## src/fpes_pkg.sv

```systemverilog
// package: command codes, status bits, bus timing and apb map for the flash host controller
package fpes_pkg;
   // ==========================================
   // flash command codes
   localparam logic [7:0] CMD_READ_ARRAY = 8'hff;
   localparam logic [7:0] CMD_PROG_SETUP = 8'h40;
   localparam logic [7:0] CMD_PROG_ALT = 8'h10;
   localparam logic [7:0] CMD_ERASE_SETUP = 8'h20;
   localparam logic [7:0] CMD_ERASE_CONFIRM = 8'hd0;
   localparam logic [7:0] CMD_CLEAR_STATUS = 8'h50;
   localparam logic [7:0] CMD_READ_STATUS = 8'h70;
   localparam logic [7:0] CMD_ERASE_SUSPEND = 8'hb0;
   localparam logic [7:0] CMD_ERASE_RESUME = 8'hd0;
   // ==========================================
   // status bit positions
   localparam int SEQ_READY_POS = 7;
   localparam int SUSPENDED_POS = 6;
   localparam int ERASE_FAIL_POS = 5;
   localparam int PROGRAM_FAIL_POS = 4;
   localparam int SUPPLY_LOW_POS = 3;
   // ==========================================
   // pin timing: one access phase and the recovery gap between writes on the flash bus
   localparam int CLK_MHZ = 50;
   localparam int ACCESS_NS = 120;
   localparam int ACCESS_CYC = (ACCESS_NS * CLK_MHZ + 999) / 1000;
   localparam int RECOVER_NS = 40;
   localparam int RECOVER_CYC = (RECOVER_NS * CLK_MHZ + 999) / 1000;
   // ==========================================
   // apb register offsets
   localparam logic [7:0] REG_ADDR = 8'h00;
   localparam logic [7:0] REG_DATA = 8'h04;
   localparam logic [7:0] REG_CTRL = 8'h08;
   localparam logic [7:0] REG_STAT = 8'h0c;
   localparam logic [7:0] REG_RDATA = 8'h10;
   localparam logic [7:0] REG_FSTAT = 8'h14;
   // ==========================================
   // operation codes written to the control register
   typedef enum logic [2:0] {
      OP_NONE = 3'h0,
      OP_PROGRAM = 3'h1,
      OP_ERASE = 3'h2,
      OP_SUSPEND = 3'h3,
      OP_RESUME = 3'h4,
      OP_READ_ARRAY = 3'h5,
      OP_CLEAR = 3'h6,
      OP_POLL = 3'h7
   } fpes_op_type;
   // pins driven toward the flash
   typedef struct packed {
      logic ce_n;
      logic oe_n;
      logic we_n;
      logic [17:0] addr;
   } fpes_pins_type;
   localparam logic [17:0] ADDR_RST = 18'h00000;
   localparam logic [15:0] DATA_RST = 16'h0000;
endpackage : fpes_pkg

```

## src/fpes_host.sv

```systemverilog
// host controller: sequences flash commands and polls the status register
`timescale 1ns/1ps
// How it works
// - after clear, issue explicit read command
// - program is setup write then data write
// - after operation, read array before array data
// - erase is setup then confirm, block latched
// - supply low blocks erase until cleared
// - suspend halts erase; poll for effect
// - resume completes erase; then read, clear
// - erase setup 20h, confirm d0h, in-block address
// - write ffh after last erase
// - program setup is 40h or 10h
// - clear status is 50h
// - read status is 70h
module fpes_host
   import fpes_pkg::*;
(
   input wire logic core_clk,
   input wire logic rst,
   input wire logic psel,
   input wire logic penable,
   input wire logic pwrite,
   input wire logic [7:0] paddr,
   input wire logic [31:0] pwdata,
   output logic [31:0] prdata,
   output logic pready,
   output logic pslverr,
   output logic flash_ce_n,
   output logic flash_oe_n,
   output logic flash_we_n,
   output logic [17:0] flash_addr,
   output logic [15:0] flash_dq_out,
   output logic flash_dq_oe,
   input wire logic [15:0] flash_dq_in
);
   // ==========================================
   // state and storage
   typedef enum logic [2:0] {
      ST_IDLE = 3'b000,
      ST_WR1 = 3'b001,
      ST_GAP = 3'b011,
      ST_WR2 = 3'b010,
      ST_RD = 3'b110,
      ST_DONE = 3'b111
   } fpes_state_type;
   fpes_state_type state_ff, nxt_state; // sequencer state
   fpes_op_type op_ff, nxt_op; // operation in flight
   fpes_pins_type pins_ff, nxt_pins; // registered flash pins
   logic [15:0] dq_ff, nxt_dq; // write data on dq
   logic dq_oe_ff, nxt_dq_oe; // drive enable on dq
   logic [7:0] cnt_ff, nxt_cnt; // phase counter
   logic [17:0] addr_ff, nxt_addr; // target address
   logic [15:0] data_ff, nxt_data; // program data
   logic [15:0] rdata_ff, nxt_rdata; // last read word
   logic [7:0] fstat_ff, nxt_fstat; // last status byte seen
   logic busy_ff, nxt_busy; // sequence running
   logic [31:0] prdata_ff, nxt_prdata; // apb read data
   logic pready_ff, nxt_pready; // apb answer
   logic [15:0] dq_s1_ff, dq_s2_ff; // dq synchroniser
   logic [7:0] cmd1, cmd2; // command bytes for the op
   logic two_writes; // op needs second write
   logic wants_read; // op reads back after writes

   // ==========================================
   // command table: which bytes each op writes
   always_comb begin
      cmd1 = CMD_READ_STATUS;
      cmd2 = CMD_READ_STATUS;
      two_writes = 1'b0;
      wants_read = 1'b1;
      case (op_ff)
         OP_PROGRAM: begin
            cmd1 = CMD_PROG_SETUP;
            two_writes = 1'b1; // data write follows
         end
         OP_ERASE: begin
            cmd1 = CMD_ERASE_SETUP;
            cmd2 = CMD_ERASE_CONFIRM;
            two_writes = 1'b1;
         end
         OP_SUSPEND: cmd1 = CMD_ERASE_SUSPEND;
         OP_RESUME: cmd1 = CMD_ERASE_RESUME;
         OP_READ_ARRAY: cmd1 = CMD_READ_ARRAY;
         OP_CLEAR: begin
            cmd1 = CMD_CLEAR_STATUS; // only way past a supply-low refusal
            wants_read = 1'b0; // explicit read command needed later
         end
         default: cmd1 = CMD_READ_STATUS; // poll
      endcase
   end

   // ==========================================
   // sequencer and apb next state
   always_comb begin
      nxt_state = state_ff;
      nxt_op = op_ff;
      nxt_pins = pins_ff;
      nxt_dq = dq_ff;
      nxt_dq_oe = dq_oe_ff;
      nxt_cnt = cnt_ff;
      nxt_addr = addr_ff;
      nxt_data = data_ff;
      nxt_rdata = rdata_ff;
      nxt_fstat = fstat_ff;
      nxt_busy = busy_ff;
      nxt_prdata = prdata_ff;
      nxt_pready = 1'b0;
      // apb slave: answers one cycle after the access phase starts
      if (psel && penable && !pready_ff) begin
         nxt_pready = 1'b1;
         nxt_prdata = 32'h00000000;
         if (pwrite) begin
            if (paddr == REG_ADDR) nxt_addr = pwdata[17:0];
            else if (paddr == REG_DATA) nxt_data = pwdata[15:0];
            else if (paddr == REG_CTRL && !busy_ff) begin
               nxt_op = fpes_op_type'(pwdata[2:0]); // ignored while busy
               nxt_busy = (pwdata[2:0] != 3'h0);
               nxt_state = (pwdata[2:0] != 3'h0) ? ST_WR1 : ST_IDLE;
               nxt_cnt = 8'h00;
            end
         end else begin
            case (paddr)
               REG_ADDR: nxt_prdata = {14'h0000, addr_ff};
               REG_DATA: nxt_prdata = {16'h0000, data_ff};
               REG_CTRL: nxt_prdata = {29'h00000000, op_ff};
               REG_STAT: nxt_prdata = {31'h00000000, busy_ff};
               REG_RDATA: nxt_prdata = {16'h0000, rdata_ff};
               REG_FSTAT: nxt_prdata = {24'h000000, fstat_ff};
               default: nxt_prdata = 32'h00000000;
            endcase
         end
      end
      case (state_ff)
         ST_WR1, ST_WR2: begin
            // write pulse: ce and we low, data driven, address within block
            nxt_pins.addr = addr_ff;
            nxt_pins.ce_n = 1'b0;
            nxt_pins.oe_n = 1'b1;
            nxt_dq_oe = 1'b1;
            nxt_dq = (state_ff == ST_WR2 && op_ff == OP_PROGRAM) ? data_ff :
                     {8'h00, (state_ff == ST_WR2) ? cmd2 : cmd1};
            nxt_pins.we_n = (cnt_ff >= 8'(ACCESS_CYC)); // low for the first ACCESS_CYC cycles
            nxt_cnt = cnt_ff + 8'h01;
            if (cnt_ff == 8'(ACCESS_CYC)) begin
               nxt_cnt = 8'h00;
               nxt_state = (state_ff == ST_WR1 && two_writes) ? ST_GAP :
                           (wants_read ? ST_RD : ST_DONE);
               nxt_pins.we_n = 1'b1;
            end
         end
         ST_GAP: begin
            // recovery with ce high between the two writes
            nxt_pins.ce_n = 1'b1;
            nxt_pins.we_n = 1'b1;
            nxt_dq_oe = 1'b0;
            nxt_cnt = cnt_ff + 8'h01;
            if (cnt_ff == 8'(RECOVER_CYC)) begin
               nxt_cnt = 8'h00;
               nxt_state = ST_WR2;
            end
         end
         ST_RD: begin
            // hold ce low and toggle oe low so status latches fresh
            nxt_dq_oe = 1'b0;
            nxt_pins.ce_n = 1'b0;
            nxt_pins.we_n = 1'b1;
            nxt_pins.oe_n = 1'b0;
            nxt_cnt = cnt_ff + 8'h01;
            if (cnt_ff == 8'(ACCESS_CYC) + 8'h02) begin
               nxt_rdata = dq_s2_ff; // sampled after two synchroniser stages
               if (op_ff != OP_READ_ARRAY) nxt_fstat = dq_s2_ff[7:0];
               nxt_cnt = 8'h00;
               nxt_state = ST_DONE;
            end
         end
         ST_DONE: begin
            // deselect: device releases dq, which then toggles; saves power
            nxt_pins.ce_n = 1'b1;
            nxt_pins.oe_n = 1'b1;
            nxt_busy = 1'b0;
            nxt_state = ST_IDLE;
         end
         default: begin
            nxt_pins.ce_n = 1'b1;
            nxt_pins.oe_n = 1'b1;
            nxt_pins.we_n = 1'b1;
            nxt_dq_oe = 1'b0;
         end
      endcase
   end

   // ==========================================
   // registers
   always_ff @(posedge core_clk or posedge rst) begin
      if (rst) begin
         state_ff <= ST_IDLE;
         op_ff <= OP_NONE;
         pins_ff <= '{ce_n: 1'b1, oe_n: 1'b1, we_n: 1'b1, addr: ADDR_RST};
         dq_ff <= DATA_RST;
         dq_oe_ff <= 1'b0;
         cnt_ff <= 8'h00;
         addr_ff <= ADDR_RST;
         data_ff <= DATA_RST;
         rdata_ff <= DATA_RST;
         fstat_ff <= 8'h00;
         busy_ff <= 1'b0;
         prdata_ff <= 32'h00000000;
         pready_ff <= 1'b0;
         dq_s1_ff <= DATA_RST;
         dq_s2_ff <= DATA_RST;
      end else begin
         state_ff <= nxt_state;
         op_ff <= nxt_op;
         pins_ff <= nxt_pins;
         dq_ff <= nxt_dq;
         dq_oe_ff <= nxt_dq_oe;
         cnt_ff <= nxt_cnt;
         addr_ff <= nxt_addr;
         data_ff <= nxt_data;
         rdata_ff <= nxt_rdata;
         fstat_ff <= nxt_fstat;
         busy_ff <= nxt_busy;
         prdata_ff <= nxt_prdata;
         pready_ff <= nxt_pready;
         dq_s1_ff <= flash_dq_in;
         dq_s2_ff <= dq_s1_ff;
      end
   end

   assign prdata = prdata_ff;
   assign pready = pready_ff;
   assign pslverr = 1'b0;
   assign flash_ce_n = pins_ff.ce_n;
   assign flash_oe_n = pins_ff.oe_n;
   assign flash_we_n = pins_ff.we_n;
   assign flash_addr = pins_ff.addr;
   assign flash_dq_out = dq_ff;
   assign flash_dq_oe = dq_oe_ff;

   // ==========================================
   // checks
   chk_we_needs_ce: assert property (@(posedge core_clk) disable iff (rst)
      !flash_we_n |-> !flash_ce_n && flash_dq_oe) else $error("we low without ce");
   chk_no_oe_on_write: assert property (@(posedge core_clk) disable iff (rst)
      !flash_we_n |-> flash_oe_n) else $error("oe and we low together");
   chk_erase_cmds: assert property (@(posedge core_clk) disable iff (rst)
      (!flash_we_n && op_ff == OP_ERASE) |-> flash_dq_out[7:0] == 8'h20
      || flash_dq_out[7:0] == 8'hd0) else $error("bad erase code");
   chk_clear_code: assert property (@(posedge core_clk) disable iff (rst)
      (!flash_we_n && op_ff == OP_CLEAR) |-> flash_dq_out[7:0] == 8'h50)
      else $error("bad clear code");
   chk_pready_pulse: assert property (@(posedge core_clk) disable iff (rst)
      pready |=> !pready) else $error("pready held");
   chk_done_deselect: assert property (@(posedge core_clk) disable iff (rst)
      state_ff == ST_DONE |=> flash_ce_n && flash_oe_n) else $error("no deselect");
endmodule : fpes_host

```

## config.mk

```make
export PLATFORM = sky130hd
export DESIGN_NAME = fpes_host
export DESIGN_NICKNAME = d
export VERILOG_FILES = /design/src/fpes_pkg.sv /design/src/fpes_host.sv
export SDC_FILE = /design/constraint.sdc
export NUM_CORES = 1
export LEC_CHECK = 0
export BUFFER_PORTS_ARGS = -buffer_cell sky130_fd_sc_hd__buf_2
export CAP_MARGIN = 20
export CORE_MARGIN = 2
export CORE_UTILIZATION = 30
export CTS_BUF_LIST = sky130_fd_sc_hd__clkbuf_8
export DETAILED_ROUTE_END_ITERATION = 6
export SLEW_MARGIN = 20
export SYNTH_ARGS = -nofsm -noshare
export SYNTH_HDL_FRONTEND = slang
export SYNTH_SLANG_ARGS = --single-unit
```

## constraint.sdc

```tcl
create_clock -name core_clk -period 13.5 [get_ports core_clk]
set_input_delay 1.35 -clock core_clk [delete_from_list [all_inputs] [get_ports core_clk]]
set_output_delay 1.35 -clock core_clk [all_outputs]
set_load 0.05 [all_outputs]
```

=== Yosys cells after proc, flatten, opt, wreduce, memory -nomap -nowiden ===
Index checks and enable logic that the tools add are counted.

* Logic and storage cells: 111
* Output and inout bits: 72
* Register bits after elaboration: 176

* Mux-type cells: 40
* Equal/unequal tests: 24
* Bitwise gates (word level): 2
* Add/sub/neg operators: 1
* $lt $le $gt $ge: 1
* Reduce and logical (&&, ||, !) cells: 25

{| class="wikitable"
|+ Operator list
! cell !! count
|-
| one-hot mux 18 bit (6 select lines) || 1
|-
| 2-to-1 mux 8 bit || 10
|-
| one-hot mux 8 bit (6 select lines) || 1
|-
| 2-to-1 mux 3 bit || 9
|-
| equality test 8 x 4 -> 1 bit (second input constant) || 3
|-
| one-hot mux 8 bit (3 select lines) || 1
|-
| 2-to-1 mux 18 bit || 1
|-
| equality test 8 x 3 -> 1 bit (second input constant) || 2
|-
| equality test 8 x 5 -> 1 bit (second input constant) || 2
|-
| 2-to-1 mux 16 bit || 1
|-
| equality test 3 bit (second input constant) || 5
|-
| AND reduction 5 bit || 3
|-
| equality test 3 x 2 -> 1 bit (second input constant) || 4
|-
| 2-to-1 mux 1 bit || 12
|-
| one-hot mux 3 bit (4 select lines) || 1
|-
| nonzero test 4 bit || 3
|-
| adder 8 x 1 -> 8 bit (second input constant) || 1
|-
| equality test 8 x 2 -> 1 bit (second input constant) || 1
|-
| >= comparator 8 x 3 -> 1 bit (second input constant) || 1
|-
| zero test 8 bit || 1
|-
| inequality test 4 x 1 -> 1 bit (second input constant) || 2
|-
| equality test 3 x 1 -> 1 bit (second input constant) || 2
|-
| one-hot mux 1 bit (2 select lines) || 3
|-
| AND reduction 3 bit || 2
|-
| other kinds (11) || 21
|}

=== Logic depth before layout (Yosys ltp) ===
* Depth after elaboration: 9
* Mapped depth: 8

=== Worst setup path after synthesis ===
OpenSTA, ideal clock, no wires.

* Path type: input-to-reg
* Start: input port paddr[0]
* End: register data_ff[0]
* Stages on the path: 6
* Arrival time: 2.900 ns
* Setup time: 0.125 ns
* Slack: 10.475 ns
* Data required time: 13.375 ns
* Path buffers: 2
* Path through: or4_1 > nor4_2 > and3_1 > buf_4 > buf_4 > mux2_2

* Longest elaborated chain between the ends: 3
* Elaborated cells on any way between the ends: 4
* Those cells by class: eq/ne: 1; bitwise: 1; reduce/logical: 2

{| class="wikitable"
|+ RTL lines
! item !! RTL line !! source
|-
| start, declared || fpes_host.sv:24 || <nowiki>input wire logic [7:0] paddr,</nowiki>
|-
| zero test 8 bit || fpes_host.sv:114 || <nowiki>if (paddr == REG_ADDR) nxt_addr = pwdata[17:0];</nowiki>
|-
| NOT 1 bit (no source line) || n/a ||
|-
| AND reduction 4 bit (no source line) (*) || n/a ||
|-
| end signal, assigned || fpes_host.sv:220 || <nowiki>data_ff <= nxt_data;</nowiki>
|-
| end, declared || fpes_host.sv:54 || <nowiki>logic [15:0] data_ff, nxt_data;</nowiki>
|}

Mark *: on every way between the ends. The rest lies on a longest branch, timed or not.
A chain may end at the register's enable or synchronous reset.

=== Worst setup path after layout ===
* Start: input port paddr[2]
* End: register data_ff[3]

The elaborated chain is that of the path after synthesis.

==> metrics.cfg <==
[cts]
path_clk_slew_ns = 0.08
cts_tree = done
root_buffer = clkbuf_8
clock-sinks = 162
htreeDepth = 4
clk_latency_ns = 0.46
post_cts_resized = 0
cts_made_buffers = 17
post_cts_buffers = 0
cts_buffer_depth = 2
ctsHoldBuffers = 0

[timing]
fin_crit_ns = 3.57
max_slew.worst_pin.slew_ns = 0.997
timing.slew.headroom = 0.335
holdWs_ns = 0.352
period_share = 0.264
fmax_mhz = 280
slew_violations = 0
rsz0062_at_grt = false
setup_viol = 0
finalSetupTns_ns = 0
finalHoldViolations = 0
worst_clock_skew_ns = 0.0121

[power]
power.density_mw_per_mm2 = 148
fin_total_pwr_uw = 1190
irDropWorstVdd_mv = 0.0626
leakage_uw = 0.00397

[worst_setup_path]
crit_chain = buf_2, nor2b_1, and3_1, mux2_2
slowest_stage = and3_1
path_delay_family = simple AND/OR/NAND/NOR gates
worst_ep_arrival_time_ns = 3.92
start_kind = primary input
crit_path_max_incr_delay_ns = 0.93
worstPathRequired_ns = 13.85
crit_buf_inv = 1
worst-setup-path-type = primary input to flop
crit_path_end_kind = flop
critPathMaxFanout = 21

[floorplanning]
rows = 55
die_h_um = 155
die_area_sq_mm = 0.0240
io_pins = 133
start_util = 0.303
fp.dieW_um = 155
core_area_sq_mm = 0.0225

[global_routing]
grt-ovfl-total = 0
grt_pass1_wl_um = 26300
grt_max_degree = 89
grt_use_total = 0.144
antenna_found_initial = 0
grt_pass1_vias = 4597

[yosys]
synth_xor_area_frac = 0
muxShareOfSynthArea = 0.145
synthCells = 555
synthSimpleGateAreaFrac = 0.106
synth_cell_types = 52
synth-seq-cells = 162
ys.flop_type = dfrtp_1
async_flop_share = 1.00
synth.cell_area_sq_mm = 0.00682
yosysSeqAreaShare = 0.595
ys_warn_count = 0
synth_fa_ha_area_frac = 0.00550
synth_compound_area_frac = 0.105
avgSynthCellArea_sq_um = 12.3
synth_top_family_by_area = multiplexers
synth_edf_count = 0

[finish]
area_growth_pct = 17.7
nNetsFinal = 720
layout_common_cells = dfrtp_1, buf_2, nand2_1
fin_util = 0.357
stdcell_area_sq_mm = 0.00803
mostFrequentLayoutCell = dfrtp_1
drive_gt1_frac = 0.338
antennaDiodeCount = 0

[min_path]
hold_class = flop to flop

[placement]
portBuffers = 103
hpwl_um = 11200
placed_cell_area_sq_mm = 0.00756
gp_congestion = 0.833

[drt]
wl_per_cell_um = 17.3
post_drt_via_cell_ratio = 4.83
ant_nets = 0
drc = 0
drtIter0Drc = 323
first_pass_iters = 4
wl_um = 16500
via_count = 4607

[run]
maxCapViolations = 0

[outcome]
outcome = completed

[per-stage QoR]
stage	setup WS [ns]	instances
floorplan	7.78	569
global placement	9.48	922
CTS	9.94	953
global route	9.82	953
finish	9.93	953
detailed placement	9.44	922
[synthesized netlist by cell type (8+ instances only)]
cell,count,share of area
inv_1,13,0.0072
buf_4,19,0.021
nor2_1,17,0.0094
o21ai_0,26,0.019
clkbuf_1,16,0.0088
a22o_1,24,0.031
nand2_1,88,0.048
nand3_1,8,0.0059
a21oi_1,21,0.015
dfrtp_1,159,0.58
mux2_2,63,0.10
mux2i_1,12,0.018
[final cells by class]
| type | instances | area, sq um |
|---|---|---|
| fill | 2199 | 14500 |
| sequential | 162 | 4060 |
| multi-input combinational | 353 | 2530 |
| timing repair buffer | 109 | 561 |
| tap | 285 | 357 |
| clock buffer | 19 | 262 |
| clock inverter | 12 | 204 |
| inverter | 13 | 53.8 |
[report_power, final]
group	total, uW	switching, uW	internal, uW
logic	227	168	59.0
clock network	410	180	230
registers	553	36.0	517
[state kept, by name, summed over array words and instances (netlist names)]
signal and flops:
rdata_ff 16, state_ff 3, flash_dq_oe 1, flash_addr 18
flash_ce_n 1, op_ff 3, flash_dq_out 16, flash_oe_n 1
fstat_ff 8, prdata 18, dq_s1_ff 16, dq_s2_ff 16
data_ff 16, busy_ff 1, pready 1, cnt_ff 8
flash_we_n 1, addr_ff 18
[logic make-up (layout without fill, tap and decap cells)]
logic type,after synthesis,count (layout)
buffers and inverters,54,153
AND/OR/NAND/NOR,153,153
other,1,15
adder cells (fa/ha/maj),3,3
AO/OA/AOI/OAI,100,100
flip-flops,162,162
multiplexers,82,82
[final timing paths]
check	from	end	slack [ns]	cells after the start
worst max-delay path	paddr[2]	data_ff[3]	9.93	4
worst min-delay path	dq_s1_ff[7]	dq_s2_ff[7]	0.35	0
worst max register to register	state_ff[1]	fstat_ff[6]	10.70	6
worst min register to register	dq_s1_ff[7]	dq_s2_ff[7]	0.35	0
max in group asynchronous	rst	rdata_ff[6]	11.01	3
min in group asynchronous	rst	dq_s2_ff[10]	1.02	2
[routing by layer]
metal  up-vias  routed length (um)  GRT usage
met1      2342                7500      0.191
met5         -                   0          0
li1       2137                   -          -
met2       109                8020      0.235
met3        19                 685     0.0339
met4         0                 291     0.0467
No activity file was read; power rests on OpenSTA's default activity.
